### src/include/msc_defs.svh
// Timing and reset constants for the module sideband control block
`ifndef MSC_DEFS_SVH
`define MSC_DEFS_SVH
`define MSC_CLK_HZ 10000000
`define MSC_RST_DEGLITCH_NS 1000
`define MSC_RST_DEGLITCH_CYC ((`MSC_RST_DEGLITCH_NS * (`MSC_CLK_HZ / 1000)) / 1000000)
`define MSC_CNT_W 4
`define MSC_SPD_SM 2'h0
`define MSC_SPD_FM 2'h1
`define MSC_SPD_FMP 2'h2
`define MSC_SPD_SDR 2'h3
`define MSC_CAP_W 3
`define MSC_CAP_FMP_BIT 0
`define MSC_CAP_SDR_BIT 1
`define MSC_CAP_FM_BIT 2
`define MSC_FLP_DEFAULT 1'b0
`endif

### src/include/msc_pkg.sv
// Types for the module sideband control block
package msc_pkg;
  typedef enum logic [1:0] {MSC_IN_RESET, MSC_LOW_POWER, MSC_ACTIVE} msc_state_e;
  typedef struct packed {
    logic scl_in;
    logic sda_in;
    logic shared_irq_reset_line;
    logic low_power_n;
  } msc_pins_s;
  typedef struct packed {
    logic scl_oe;
    logic sda_oe;
  } msc_drv_s;
endpackage : msc_pkg

### src/design/msc_sync.sv
// Two-flop synchroniser for pin inputs
`timescale 1ns/10ps
module msc_sync (
  input wire logic clk,
  input wire logic rst_n,
  input wire logic d,
  output logic q
);
  logic meta_ff;
  logic q_ff;
  always_ff @(posedge clk or negedge rst_n) begin
    if (!rst_n) begin
      meta_ff <= 1'b0;
      q_ff <= 1'b0;
    end else begin
      meta_ff <= d;
      q_ff <= meta_ff;
    end
  end
  assign q = q_ff;
endmodule : msc_sync

### src/design/msc_top.sv
// Module-side sideband control: reset decode, interrupt, link speed
// What this block does
// - Management over two-wire open-drain SCL/SDA link
// - Fast-mode 400 kbit/s always supported
// - Fast-mode Plus and I3C SDR always advertised as well
// - Shared line low level is module reset
// - Module interrupt high internally, low at host
// - In reset, no interrupt reaches the host
// - Normal idle: reset high, host interrupt high
// - Interrupt only asserted while out of reset
// - Reset overrides all, low power, transmitters off
// - Force-low-power bit reverts to default on reset
`timescale 1ns/10ps
`include "msc_defs.svh"
module msc_top (
  input wire logic CLOCK,
  input wire logic NRST,
  input wire logic SHARED_IRQ_RESET_LINE,
  input wire logic LOW_POWER_N,
  input wire logic SCL_IN,
  input wire logic SDA_IN,
  input wire logic SDA_OUT_REQ,
  input wire logic IRQ_REQ,
  input wire logic FLP_WR,
  input wire logic FLP_WDATA,
  input wire logic [1:0] SPEED_SEL,
  output logic SCL_OUT,
  output logic SCL_OE,
  output logic SDA_OUT,
  output logic SDA_OE,
  output logic MODULE_IRQ_DRIVE,
  output logic MODULE_RESET_N,
  output logic FORCE_LOW_POWER_BIT,
  output logic LOW_POWER_MODE,
  output logic TX_ENABLE,
  output logic [`MSC_CAP_W-1:0] SPEED_CAP,
  output logic [1:0] SPEED_ACTIVE,
  output logic SCL_RISE,
  output logic SCL_S,
  output logic SDA_S
);
  typedef struct packed {
    logic [`MSC_CNT_W-1:0] cnt;
    logic filt;
    logic rst_n;
    logic scl_prev;
    logic flp;
    logic irq;
    logic [1:0] spd;
    msc_pkg::msc_state_e st;
  } msc_state_s;

  msc_state_s cur_ff;
  msc_state_s nxt_ff;
  msc_pkg::msc_pins_s pins_s;
  msc_pkg::msc_drv_s drv;

  // Capability advertised to the host; FM is always present
  localparam logic [`MSC_CAP_W-1:0] CAP =
    `MSC_CAP_W'(1 << `MSC_CAP_FM_BIT) |
    `MSC_CAP_W'(1 << `MSC_CAP_FMP_BIT) |
    `MSC_CAP_W'(1 << `MSC_CAP_SDR_BIT);
  localparam logic [`MSC_CNT_W-1:0] DEG =
    `MSC_CNT_W'(`MSC_RST_DEGLITCH_CYC);

  // Power-on contents of the state register
  localparam msc_state_s RST_VAL = '{
    cnt: '0,
    filt: 1'b0,
    rst_n: 1'b0,
    scl_prev: 1'b1,
    flp: `MSC_FLP_DEFAULT,
    irq: 1'b0,
    spd: `MSC_SPD_SM,
    st: msc_pkg::MSC_IN_RESET
  };

  function automatic logic spd_ok(input logic [1:0] s,
                                  input logic [`MSC_CAP_W-1:0] c);
    case (s)
      `MSC_SPD_SM: spd_ok = 1'b1;
      `MSC_SPD_FM: spd_ok = c[`MSC_CAP_FM_BIT];
      `MSC_SPD_FMP: spd_ok = c[`MSC_CAP_FMP_BIT];
      `MSC_SPD_SDR: spd_ok = c[`MSC_CAP_SDR_BIT];
      default: spd_ok = 1'b0;
    endcase
  endfunction : spd_ok

  // TX_ENABLE runs only in the active power state; SDA_OE is gated by reset, not power state
  function automatic logic is_active(input msc_pkg::msc_state_e s);
    is_active = s == msc_pkg::MSC_ACTIVE;
  endfunction : is_active

  // Every pin passes two flops before use
  msc_sync u_rst (
    .clk(CLOCK),
    .rst_n(NRST),
    .d(SHARED_IRQ_RESET_LINE),
    .q(pins_s.shared_irq_reset_line)
  );
  msc_sync u_lp (
    .clk(CLOCK),
    .rst_n(NRST),
    .d(LOW_POWER_N),
    .q(pins_s.low_power_n)
  );
  msc_sync u_scl (
    .clk(CLOCK),
    .rst_n(NRST),
    .d(SCL_IN),
    .q(pins_s.scl_in)
  );
  msc_sync u_sda (
    .clk(CLOCK),
    .rst_n(NRST),
    .d(SDA_IN),
    .q(pins_s.sda_in)
  );

  always_comb begin
    nxt_ff = cur_ff;
    // Deglitch: level must hold DEG cycles before it is accepted
    if (pins_s.shared_irq_reset_line == cur_ff.filt) begin
      nxt_ff.cnt = '0;
    end else if (cur_ff.cnt >= DEG - `MSC_CNT_W'(1)) begin
      nxt_ff.cnt = '0;
      nxt_ff.filt = pins_s.shared_irq_reset_line;
    end else begin
      nxt_ff.cnt = cur_ff.cnt + `MSC_CNT_W'(1);
    end

    // Assert fast on filtered low, release one cycle later
    nxt_ff.rst_n = cur_ff.filt && nxt_ff.filt;
    nxt_ff.scl_prev = pins_s.scl_in;

    // Held state returns to defaults during reset
    if (!cur_ff.rst_n) begin
      nxt_ff.flp = `MSC_FLP_DEFAULT;
      nxt_ff.irq = 1'b0;
      nxt_ff.spd = `MSC_SPD_SM;
      nxt_ff.st = msc_pkg::MSC_IN_RESET;
    end else begin
      if (FLP_WR) begin
        nxt_ff.flp = FLP_WDATA;
      end
      nxt_ff.irq = IRQ_REQ;
      if (spd_ok(SPEED_SEL, CAP)) begin
        nxt_ff.spd = SPEED_SEL;
      end

      // Power state: low power until pin and bit allow
      case (cur_ff.st)
        msc_pkg::MSC_IN_RESET: nxt_ff.st = msc_pkg::MSC_LOW_POWER;
        msc_pkg::MSC_LOW_POWER: begin
          if (pins_s.low_power_n && !nxt_ff.flp) begin
            nxt_ff.st = msc_pkg::MSC_ACTIVE;
          end
        end
        msc_pkg::MSC_ACTIVE: begin
          if (!pins_s.low_power_n || nxt_ff.flp) begin
            nxt_ff.st = msc_pkg::MSC_LOW_POWER;
          end
        end
        default: nxt_ff.st = msc_pkg::MSC_IN_RESET;
      endcase
    end

    // Internal reset wins over interrupt and power state in the same cycle
    if (!nxt_ff.rst_n) begin
      nxt_ff.irq = 1'b0;
      nxt_ff.st = msc_pkg::MSC_IN_RESET;
    end
  end

  always_ff @(posedge CLOCK or negedge NRST) begin
    if (!NRST) begin
      cur_ff <= RST_VAL;
    end else begin
      cur_ff <= nxt_ff;
    end
  end

  // Open-drain: only pull low, slave never drives SCL
  assign drv.scl_oe = 1'b0;
  assign drv.sda_oe = SDA_OUT_REQ && cur_ff.rst_n;
  assign SCL_OUT = 1'b0;
  assign SCL_OE = drv.scl_oe;
  assign SDA_OUT = 1'b0;
  assign SDA_OE = drv.sda_oe;

  // Shared line: interrupt and reset
  assign MODULE_IRQ_DRIVE = cur_ff.irq && cur_ff.rst_n;
  assign MODULE_RESET_N = cur_ff.rst_n;

  // Power state
  assign FORCE_LOW_POWER_BIT = cur_ff.flp;
  assign LOW_POWER_MODE = !is_active(cur_ff.st);
  assign TX_ENABLE = is_active(cur_ff.st);

  // Link speed
  assign SPEED_CAP = CAP;
  assign SPEED_ACTIVE = cur_ff.spd;

  // Synchronised link levels and clock edge
  assign SCL_RISE = pins_s.scl_in && !cur_ff.scl_prev;
  assign SCL_S = pins_s.scl_in;
  assign SDA_S = pins_s.sda_in;
endmodule : msc_top

### config.mk
export PLATFORM = sky130hd
export DESIGN_NAME = msc_top
export DESIGN_NICKNAME = d
export VERILOG_FILES = /design/src/include/msc_pkg.sv /design/src/design/msc_sync.sv /design/src/design/msc_top.sv
export VERILOG_INCLUDE_DIRS = /design/src /design/src/include
export SDC_FILE = /design/constraint.sdc
export NUM_CORES = 1
export LEC_CHECK = 0
export ABC_AREA = 0
export BUFFER_PORTS_ARGS = -buffer_cell sky130_fd_sc_hd__buf_4
export CAP_MARGIN = 20
export CORE_MARGIN = 3
export CORE_UTILIZATION = 47
export DETAILED_ROUTE_END_ITERATION = 8
export PLACE_DENSITY = 0.77
export SLEW_MARGIN = 30
export SYNTH_ARGS = -nofsm -noshare
export SYNTH_HDL_FRONTEND = slang
export SYNTH_SLANG_ARGS = --single-unit
### constraint.sdc
create_clock -name CLOCK -period 1.6 [get_ports CLOCK]
set_input_delay 0.32 -clock CLOCK [delete_from_list [all_inputs] [get_ports CLOCK]]
set_output_delay 0.32 -clock CLOCK [all_outputs]
set_load 0.03 [all_outputs]
==> results of run 1 <==
-- metal layers --
layer | wire, um | vias up
met5 | 0 | -
met4 | 20 | 0
met3 | 85 | 4
met2 | 686 | 23
met1 | 508 | 239
li1 | - | 246
-- cell type report --
class	count	area share, %
sequential	21	49.9
multi-input combinational	37	26.3
timing repair buffer	23	16.6
tap	24	2.84
clock buffer	3	2.13
inverter	5	1.78
clock inverter	1	0.474
-- power breakdown --
| part | internal (mW) | total [mW] | switching (mW) |
|---|---|---|---|
| Combinational | 0.141 | 0.298 | 0.157 |
| Clock | 0.0932 | 0.245 | 0.151 |
| Sequential | 0.592 | 0.649 | 0.0567 |
| Total | 0.826 | 1.19 | 0.365 |
-- logic make-up (layout without fill, tap and decap cells) --
logic type | Yosys count | count (layout) | share of synthesized area [%]
adders and majority gates | 3 | 3 | 4.32
DFF | 21 | 21 | 60.7
muxes | 2 | 2 | 2.88
xor gates and xnor gates | 4 | 4 | 4.04
and+or+nand+nor | 17 | 17 | 12.2
buffers and inverters | 13 | 32 | 9.08
other | 2 | 6 | 0.865
AOI/OAI and AO/OA | 5 | 5 | 5.91
-- synth_stat cells, drive strengths merged --
cell / n
and3: 1
o21a: 2
a221oi: 1
nand3: 2
dfrtp: 20
mux2i: 1
o21ai: 1
buf: 8
nor3b: 1
nor2b: 2
xnor2: 2
conb: 2
mux2: 1
o311ai: 1
dfstp: 1
nand2b: 2
xor2: 2
ha: 3
inv: 5
and2: 4
nor2: 5
-- state kept, by name, indices dropped and copies added, names as in the netlist --
register	count
u_lp.q	1
u_scl.meta_ff	1
u_sda.q	1
u_rst.meta_ff	1
u_lp.meta_ff	1
cur_ff	9
MODULE_RESET_N	1
u_rst.q	1
FORCE_LOW_POWER_BIT	1
SPEED_ACTIVE	2
u_scl.q	1
u_sda.meta_ff	1
-- how the worst max path moves through the flow --
stage	slack, ns	to	cells after the start	start
after global routing	0.009	cur_ff[8]	4	cur_ff[9]
after global placement	0.17	cur_ff[8]	4	cur_ff[9]
after floorplan	0.20	cur_ff[8]	4	cur_ff[9]
final	0.09	cur_ff[8]	4	cur_ff[9]
after detailed placement	0.10	cur_ff[8]	4	cur_ff[9]
after CTS	0.08	cur_ff[8]	4	cur_ff[9]
-- through the flow --
stage               hold slack [ns]  util (%)
floorplan                    0.0244         -
global placement              0.212      63.2
detailed placement            0.214      63.2
CTS                           0.105      65.5
global route                 0.0914      65.5
finish                        0.121      65.5
-- repair_timing --
item | in CTS | in global routing
hold buffers | 1 | 0
endpoints found under the hold margin | 20 | 0
gates resized for setup | 0 | 0
==> PnR_summary.wiki, run 1 <==
{| class="wikitable"
! Metric !! Value
|-
| Std-Cell Rows || 14
|-
| Number of clock buffers inserted by TritonCTS || 3
|-
| CP max FO || 5
|-
| Die area || 2400 um2
|-
| Number of global-route vias before repair || 532
|-
| Worst slack after detailed placement || 0.101 ns
|-
| Leak pwr || 0.553 nW
|-
| Global-route wire length before repair || 2300 um
|-
| Worst R2R End || cur_ff[8]
|-
| Setup WS post-layout || 0.0902 ns
|-
| Setup repair after global routing missed its margin || false
|-
| Maximum Capacitance Violations || 0
|-
| Classification of the worst setup path || register to register
|-
| Placer congestion estimate || 0.804
|-
| CP delay by family, top || simple AND/OR/NAND/NOR gates
|-
| Worst R2R Path Depth || 4
|-
| Area Overhead vs Synth || 21.6%
|-
| Count of nets left with antenna violations after detail routing || 0
|-
| Floorplan die width || 49.0 um
|-
| Area used by multi-input combinational logic || 278 um2
|-
| Detail Placement HPWL || 1020 um
|-
| Floorplan core area || 1610 um2
|-
| Count of routing violations after the opening detailed-route iteration || 0
|-
| Critical path data required time || 1.80 ns
|-
| Detail-routed via count per cell || 4.49
|-
| Post-CTS Repair Setup Buffers || 0
|-
| Clock skew || 0.00251 ns
|-
| Sum of negative setup slack || 0 ns
|-
| Reg-to-reg setup timing slack || 0.09 ns
|-
| Post-Layout Cell Count || 114
|-
| H-Tree Level Count || 1
|-
| Synthesized area divided by synthesized cell count || 13.0 um2
|-
| Number of synthesis warnings || 0
|-
| Total via count after detailed routing || 512
|-
| Routed Wire Length || 1300 um
|-
| Total design power || 1.19 mW
|-
| Count of unique library cells instantiated by Yosys || 22
|-
| Worst Hold End || u_lp.meta_ff
|-
| Met2 track demand over resource in global routing || 21.9%
|-
| Crit path capture type || register
|-
| Placed inst area || 1020 um2
|-
| Post-Synthesis Cell Area || 868 um2
|-
| Global-route total usage across every layer || 12.8%
|-
| Start point of the worst min-delay path || LOW_POWER_N
|-
| CTS max path bufs || 2
|-
| I/O pins || 29
|-
| Layout cell share with drive strength beyond 1 || 36.7%
|-
| Final Setup Violations || 0
|-
| Drc violations || 0
|-
| Effective utilization at floorplan || 53.9%
|-
| Data arrival at the endpoint of the critical path || 1.71 ns
|-
| Post-CTS clock slew at the launch and capture registers of the worst setup and hold paths || 0.11 ns
|-
| Met1 demand-to-capacity share in global routing || 14.2%
|-
| Register bit total from synthesis || 21
|-
| Slew Limit Fails || 0
|-
| Commonest cells after routing, fill and taps aside || sky130_fd_sc_hd__buf_4 (22), sky130_fd_sc_hd__dfrtp_1 (20), sky130_fd_sc_hd__conb_1 (6)
|-
| Worst hold stages || 1
|-
| Number of nets in the final layout || 106
|-
| GR Overflow Total || 0
|-
| Number of instances in the synthesized netlist || 67
|-
| Instance count after placement with tap cells included || 109
|-
| Hold/Removal Path Class || primary input to register
|-
| Routed length per placed instance || 11.4 um
|-
| Dominant cells by area after synthesis || sky130_fd_sc_hd__dfrtp_1 (58%), sky130_fd_sc_hd__buf_4 (6.9%), sky130_fd_sc_hd__ha_1 (4.3%)
|-
| TritonCTS clock tree || done
|-
| Count of fill cells added during filler insertion || 133
|-
| Overall die height || 49.0 um
|-
| Reg-to-Reg Start || cur_ff[9]
|-
| Tcrit/Tclk final || 94.4%
|-
| Largest net degree at the start of global routing || 22
|-
| Met3 routing resource usage after global routing || 2.45%
|-
| Non-Filler Cell Area, Final || 1060 um2
|-
| Status || finished, final reports clean
|-
| First-pass iteration count of the detailed router || 1
|-
| Peak supply drop || 0.000704 V
|-
| Clock Sink Count || 21
|-
| Sequential-to-total area share from yosys stat || 60.7%
|-
| Most common library cell in the layout ignoring fill and taps || sky130_fd_sc_hd__buf_4
|-
| Antenna violations before repair || 0
|-
| Leading area contributor after synthesis || sky130_fd_sc_hd__dfrtp_1
|-
| Root Buffer Master || sky130_fd_sc_hd__clkbuf_4
|-
| Cell-by-cell listing of the critical path || ha_1, nor3b_2, nand2b_4, mux2_4
|-
| Buffers & Inverters on Critical Path || 0
|-
| Sequential Area || 527 um2
|-
| Fraction of post-synthesis cell area in the top cell type by area || 57.6%
|-
| Max frequency || 0.662 GHz
|-
| Biggest cell delay along the critical path || 0.44 ns
|-
| Clock latency on the worst-skew pair || 0.30 ns
|-
| Total power divided by cell area || 1130 nW/um2
|-
| Final hold viol count || 0
|-
| Crit-path slowest cell || sky130_fd_sc_hd__dfrtp_1
|-
| Final min period || 1.51 ns
|-
| PortBufs || 22
|-
| Diodes inserted || 0
|-
| Busiest grt layer || met2
|-
| Crit start category || register
|}
(Power assumes the default switching activity.)
==> inputs of run 2 (changes only) <==
==> constraint.sdc (replaced) <==
create_clock -name CLOCK -period 1.5 [get_ports CLOCK]
set_input_delay 0.3 -clock CLOCK [delete_from_list [all_inputs] [get_ports CLOCK]]
set_output_delay 0.3 -clock CLOCK [all_outputs]
set_load 0.03 [all_outputs]
==> PnR_summary.wiki, run 2 (same netlist as run 1, synthesis figures left out) <==
{| class="wikitable"
! Metric !! Value
|-
| CTS max path bufs || 2 (unchanged)
|-
| Sum of negative setup slack || 0 ns (unchanged)
|-
| Largest net degree at the start of global routing || 22 (unchanged)
|-
| Root Buffer Master || sky130_fd_sc_hd__clkbuf_4
|-
| Placer congestion estimate || 0.804 (unchanged)
|-
| Clock Sink Count || 21 (unchanged)
|-
| First-pass iteration count of the detailed router || 3 (+2)
|-
| Std-Cell Rows || 14 (unchanged)
|-
| Commonest cells after routing, fill and taps aside || sky130_fd_sc_hd__buf_4 (25), sky130_fd_sc_hd__dfrtp_1 (20), sky130_fd_sc_hd__conb_1 (6)
|-
| Layout cell share with drive strength beyond 1 || 40.9% (+4.2 points)
|-
| Start point of the worst min-delay path || LOW_POWER_N
|-
| Detail-routed via count per cell || 4.59 (+2.2%)
|-
| Peak supply drop || 0.000895 V (+27%)
|-
| GR Overflow Total || 0 (unchanged)
|-
| Global-route wire length before repair || 2350 um (+2.1%)
|-
| PortBufs || 22 (unchanged)
|-
| Count of fill cells added during filler insertion || 130 (-2.3%)
|-
| Clock latency on the worst-skew pair || 0.30 ns (about the same)
|-
| Count of nets left with antenna violations after detail routing || 0 (unchanged)
|-
| Drc violations || 0 (unchanged)
|-
| Final hold viol count || 0 (unchanged)
|-
| Total via count after detailed routing || 537 (+4.9%)
|-
| Total power divided by cell area || 1260 nW/um2 (+12%)
|-
| Number of global-route vias before repair || 543 (+2.1%)
|-
| Slew Limit Fails || 0 (unchanged)
|-
| Post-CTS clock slew at the launch and capture registers of the worst setup and hold paths || 0.11 ns (about the same)
|-
| Flip-flop count of the largest register, all copies and words added || 9 (unchanged)
|-
| Data arrival at the endpoint of the critical path || 1.11 ns (-0.60 ns)
|-
| Reg-to-Reg Start || cur_ff[10]
|-
| Crit start category || register
|-
| Net Sw Frac || 31.3% (+0.60 points)
|-
| Hold/Removal Path Class || primary input to register
|-
| Clock Power Share || 19.1% (-1.4 points)
|-
| Antenna violations before repair || 0 (unchanged)
|-
| Sw Pwr || 433 uW (+19%)
|-
| I/O pins || 29 (unchanged)
|-
| H-Tree Level Count || 1 (unchanged)
|-
| Die area || 2400 um2 (unchanged)
|-
| Classification of the worst setup path || register to output pin
|-
| Worst R2R Path Depth || 5 (+1)
|-
| Setup WS post-layout || 0.0854 ns (-0.00484 ns)
|-
| Leak pwr || 0.568 nW (+2.6%)
|-
| Setup repair after global routing missed its margin || false
|-
| Number of clock buffers inserted by TritonCTS || 3 (unchanged)
|-
| TritonCTS clock tree || done
|-
| Maximum Capacitance Violations || 0 (unchanged)
|-
| Area Overhead vs Synth || 26.4%
|-
| Global-route total usage across every layer || 13.0% (+0.26 points)
|-
| CP max FO || 4 (-1)
|-
| Register with the most flip-flops || cur_ff
|-
| Tcrit/Tclk final || 94.3%
|-
| Diodes inserted || 0 (unchanged)
|-
| Worst Hold End || u_lp.meta_ff
|-
| Effective utilization at floorplan || 53.9% (unchanged)
|-
| Worst slack after detailed placement || 0.00140 ns (-0.100 ns)
|-
| Worst R2R End || cur_ff[8]
|-
| Routed length per placed instance || 11.6 um (+2.1%)
|-
| Detail Placement HPWL || 1020 um (unchanged)
|-
| Final min period || 1.41 ns
|-
| Final Setup Violations || 0 (unchanged)
|-
| Worst hold stages || 1 (unchanged)
|-
| Number of nets in the final layout || 109 (+2.8%)
|-
| Most common library cell in the layout ignoring fill and taps || sky130_fd_sc_hd__buf_4
|-
| Share of total power in combinational logic || 30.7% (+5.7 points)
|-
| Reg-to-reg setup timing slack || 0.10 ns (about the same)
|-
| Max frequency || 0.707 GHz
|-
| Total internal power || 952 uW (+15%)
|-
| Critical path data required time || 1.20 ns (-0.60 ns)
|-
| Status || finished, final reports clean
|-
| Floorplan core area || 1610 um2 (unchanged)
|-
| Seq pwr share || 50.2% (-4.3 points)
|-
| Count of routing violations after the opening detailed-route iteration || 1 (+1)
|-
| Crit path capture type || output pin
|-
| Clock skew || 0.00199 ns (-0.000516 ns)
|-
| Overall die height || 49.0 um (unchanged)
|-
| Routed Wire Length || 1360 um (+4.8%)
|-
| Floorplan die width || 49.0 um (unchanged)
|}
run 2: per-layer routing:
| layer | GRT usage (%) | part of all wire [%] | up-vias |
|---|---|---|---|
| met4 | 8.53 | 1.5 | 0 |
| met1 | 14.4 | 38 | 253 |
| met2 | 22.6 | 54 | 25 |
| met5 | 0 | 0 | - |
| met3 | 2.45 | 6.5 | 4 |
| li1 | - | - | 255 |
run 2: stage by stage:
step | instances | utilization (%) | total power, mW | hold WS [ns] | area, um2
4_1_cts | 116 | 66.5 | 1.34 | 0.0848 | 1070
3_3_place_gp | 109 | 63.2 | 1.01 | 0.192 | 1020
3_5_place_dp | 109 | 63.2 | 1.02 | 0.194 | 1020
2_1_floorplan | 71 | - | 0.935 | 0.00441 | 883
5_1_grt | 117 | 68.1 | 1.47 | 0.0714 | 1100
6_report | 117 | 68.1 | 1.39 | 0.0978 | 1100
run 2: worst max-delay path, stage by stage, from the launching register on:
cell and delay (ns):
sky130_fd_sc_hd__dfrtp_1 0.44, sky130_fd_sc_hd__nand2b_1 0.18, sky130_fd_sc_hd__inv_1 0.06, sky130_fd_sc_hd__buf_4 0.15
run 2: cell type report:
class	instances	area, um2	share of cell area, %
clock inverter	1	5.00	0.456
multi-input combinational	37	297	27.0
sequential	21	527	48.0
tap	24	30.0	2.74
inverter	5	18.8	1.71
clock buffer	3	22.5	2.05
timing repair buffer	26	198	18.0
run 2: worst max-delay path by stage:
| stage | slack (ns) | startpoint | endpoint |
|---|---|---|---|
| finish | 0.09 | cur_ff[0] | TX_ENABLE |
| global route | 0.01 | cur_ff[0] | TX_ENABLE |
| CTS | 0.02 | cur_ff[9] | cur_ff[8] |
| detailed placement | 0.001 | cur_ff[9] | cur_ff[8] |
| global placement | 0.07 | cur_ff[9] | cur_ff[8] |
| floorplan | 0.1 | cur_ff[9] | cur_ff[8] |
run 2: power by group through the flow:
stage / logic, mW / registers [mW] / clock network (mW)
2_1_floorplan: 0.220 / 0.715 / 0
3_3_place_gp: 0.313 / 0.701 / 0
3_5_place_dp: 0.320 / 0.704 / 0
4_1_cts: 0.369 / 0.690 / 0.280
5_1_grt: 0.461 / 0.706 / 0.303
6_report: 0.425 / 0.695 / 0.265
run 2: repair_timing:
| item | in CTS | in global routing |
|---|---|---|
| hold endpoints to repair | 20 | 0 |
| endpoints found under the setup margin | 1 | 6 |
| gates resized for setup | 0 | 4 |
| cloned | 0 | 0 |
| setup buffers | 2 | 1 |
| pin swaps | 1 | 1 |
| hold buffers | 1 | 0 |
==> inputs of run 3 (changes only) <==
--- a/config.mk
+++ b/config.mk
@@ -6,13 +6,14 @@
 export SDC_FILE = /design/constraint.sdc
 export NUM_CORES = 1
 export LEC_CHECK = 0
-export ABC_AREA = 0
 export BUFFER_PORTS_ARGS = -buffer_cell sky130_fd_sc_hd__buf_4
 export CAP_MARGIN = 20
+export CELL_PAD_IN_SITES_DETAIL_PLACEMENT = 0
+export CELL_PAD_IN_SITES_GLOBAL_PLACEMENT = 1
 export CORE_MARGIN = 3
-export CORE_UTILIZATION = 47
+export CORE_UTILIZATION = 37
 export DETAILED_ROUTE_END_ITERATION = 8
-export PLACE_DENSITY = 0.77
+export PLACE_DENSITY = 0.78
 export SLEW_MARGIN = 30
 export SYNTH_ARGS = -nofsm -noshare
 export SYNTH_HDL_FRONTEND = slang
==> PnR_summary.wiki, run 3 (same netlist as run 1, synthesis figures left out) <==
{| class="wikitable"
! Metric !! Value
|-
| Setup repair after global routing missed its margin || true
|-
| GR Overflow Total || 0 (unchanged)
|-
| Status || finished, final reports clean
|-
| Clock latency on the worst-skew pair || 0.30 ns (about the same)
|-
| Share of total power in combinational logic || 27.1% (-3.6 points)
|-
| Global-route total usage across every layer || 10.1% (-2.9 points)
|-
| Floorplan core area || 2080 um2 (+29%)
|-
| Clock Power Share || 20.0% (+0.9 points)
|-
| Antenna violations before repair || 0 (unchanged)
|-
| CP max FO || 5 (+1)
|-
| Number of nets in the final layout || 109 (unchanged)
|-
| Count of nets left with antenna violations after detail routing || 0 (unchanged)
|-
| Leak pwr || 0.570 nW (+0.26%)
|-
| Final Setup Violations || 0 (unchanged)
|-
| Slew Limit Fails || 0 (unchanged)
|-
| Peak supply drop || 0.000721 V (-19%)
|-
| Seq pwr share || 52.8% (+2.6 points)
|-
| Instance count after placement with tap cells included || 112 (+2.8%)
|-
| Worst R2R End || cur_ff[8]
|-
| First-pass iteration count of the detailed router || 4 (+1)
|-
| Detail Placement HPWL || 928 um (-8.7%)
|-
| Effective utilization at floorplan || 41.7% (-12 points)
|-
| Tcrit/Tclk final || 96.6% (+2.3 points)
|-
| Register with the most flip-flops || cur_ff
|-
| Clock Sink Count || 21 (unchanged)
|-
| H-Tree Level Count || 1 (unchanged)
|-
| Flip-flop count of the largest register, all copies and words added || 9 (unchanged)
|-
| Routed Wire Length || 1240 um (-9.0%)
|-
| Die area || 2960 um2 (+24%)
|-
| TritonCTS clock tree || done
|-
| Area Overhead vs Synth || 25.8%
|-
| Post-Layout Cell Count || 120 (+2.6%)
|-
| Worst Hold End || u_scl.meta_ff
|-
| Data arrival at the endpoint of the critical path || 1.64 ns (+0.53 ns)
|-
| Maximum Capacitance Violations || 0 (unchanged)
|-
| Reg-to-Reg Start || cur_ff[9]
|-
| Final hold viol count || 0 (unchanged)
|-
| Drc violations || 0 (unchanged)
|-
| Total power divided by cell area || 1210 nW/um2 (-4.3%)
|-
| Number of clock buffers inserted by TritonCTS || 3 (unchanged)
|-
| Worst R2R Path Depth || 4 (-1)
|-
| Diodes inserted || 0 (unchanged)
|-
| Routed length per placed instance || 10.3 um (-11%)
|-
| Count of fill cells added during filler insertion || 186 (+43%)
|-
| Start point of the worst min-delay path || SCL_IN
|-
| Overall die height || 54.4 um (+11%)
|-
| Floorplan die width || 54.4 um (+11%)
|-
| Detail-routed via count per cell || 4.25 (-7.4%)
|-
| Number of global-route vias before repair || 492 (-9.4%)
|-
| Root Buffer Master || sky130_fd_sc_hd__clkbuf_4
|-
| Commonest cells after routing, fill and taps aside || sky130_fd_sc_hd__buf_4 (25), sky130_fd_sc_hd__dfrtp_1 (20), sky130_fd_sc_hd__conb_1 (6)
|-
| Sw Pwr || 413 uW (-4.6%)
|-
| Net Sw Frac || 31.3% (+0.044 points)
|-
| Placer congestion estimate || 0.777 (-3.3%)
|-
| Layout cell share with drive strength beyond 1 || 38.7% (-2.2 points)
|-
| PortBufs || 22 (unchanged)
|-
| Clock skew || 0.00820 ns (+0.00621 ns)
|-
| I/O pins || 29 (unchanged)
|-
| Worst hold stages || 1 (unchanged)
|-
| Most common library cell in the layout ignoring fill and taps || sky130_fd_sc_hd__buf_4
|-
| Post-CTS clock slew at the launch and capture registers of the worst setup and hold paths || 0.12 ns (about the same)
|-
| Final standard cell utilization of the core || 52.5% (-16 points)
|-
| Std-Cell Rows || 16 (+2)
|-
| Classification of the worst setup path || register to register
|-
| Max frequency || 0.690 GHz (-2.4%)
|-
| Crit path capture type || register
|-
| Global-route wire length before repair || 2130 um (-9.7%)
|-
| Reg-to-reg setup timing slack || 0.05 ns (-0.05 ns)
|-
| Critical path data required time || 1.69 ns (+0.49 ns)
|-
| Total via count after detailed routing || 510 (-5.0%)
|-
| Final min period || 1.45 ns (+0.0347 ns)
|-
| Sum of negative setup slack || 0 ns (unchanged)
|-
| Largest net degree at the start of global routing || 22 (unchanged)
|-
| CTS max path bufs || 2 (unchanged)
|-
| Crit start category || register
|-
| Total internal power || 907 uW (-4.8%)
|-
| Hold/Removal Path Class || primary input to register
|-
| Count of routing violations after the opening detailed-route iteration || 3 (+2)
|}
-- run 3: cell types whose count changed in the layout (fill, tap and decap cells not counted) --
cell,before,now
sky130_fd_sc_hd__inv_2,1,0
sky130_fd_sc_hd__nor3b_4,1,0
sky130_fd_sc_hd__nor3b_2,0,1
sky130_fd_sc_hd__ha_1,2,3
sky130_fd_sc_hd__ha_2,1,0
sky130_fd_sc_hd__inv_1,4,5
-- run 3: how the worst max path moves through the flow --
stage / to / cells past startpoint / slack [ns] / from
global route: cur_ff[8] / 4 / -0.02 / cur_ff[9]
finish: cur_ff[8] / 4 / 0.05 / cur_ff[9]
global placement: cur_ff[8] / 4 / 0.06 / cur_ff[9]
floorplan: cur_ff[8] / 4 / 0.1 / cur_ff[9]
CTS: cur_ff[1] / 6 / 0.004 / cur_ff[9]
detailed placement: cur_ff[8] / 4 / 0.02 / cur_ff[9]
-- run 3: through the flow --
step | hold WS [ns] | cell area (um2) | total power [mW] | setup WS [ns]
floorplan | 0.00441 | 883 | 0.935 | 0.0980
global placement | 0.190 | 1020 | 1.02 | 0.0580
detailed placement | 0.196 | 1020 | 1.03 | 0.0175
CTS | 0.0890 | 1070 | 1.32 | 0.00369
global route | 0.0665 | 1090 | 1.41 | -0.0164
finish | 0.0943 | 1090 | 1.32 | 0.0507
-- run 3: area by class of cell --
cell class                 instances  area [um2]  share of cell area (%)
tap                               27        33.8                    3.09
clock buffer                       3        22.5                    2.06
sequential                        21         527                    48.2
multi-input combinational         37         288                    26.3
clock inverter                     1        5.00                   0.458
timing repair buffer              26         198                    18.1
inverter                           5        18.8                    1.72
-- run 3: repair_timing --
action	4_1_cts	5_1_grt
hold buffers	1	0
setup buffers	1	2
pin swaps	1	2
resized for setup	0	1
endpoints found under the hold margin	20	0
endpoints found under the setup margin	1	6
-- run 3: critical path, stage by stage (launching register included) --
cell and delay, ns:
sky130_fd_sc_hd__dfrtp_1 0.44, sky130_fd_sc_hd__ha_1 0.23, sky130_fd_sc_hd__nor3b_2 0.21, sky130_fd_sc_hd__nand2b_4 0.18, sky130_fd_sc_hd__mux2_4 0.29
-- run 3: routing by layer --
layer	GRT usage (%)	share of wire, %	vias up
li1	-	-	254
met1	13.4	46	232
met2	15.3	44	22
met3	2.72	8.8	2
met4	4.98	1.7	0
met5	0	0	-
-- run 3: power groups by stage --
stage	Combinational [mW]	Sequential, mW	Clock, mW
floorplan	0.220	0.715	0
global placement	0.315	0.702	0
detailed placement	0.319	0.707	0
CTS	0.352	0.696	0.275
global route	0.394	0.712	0.305
finish	0.358	0.697	0.264
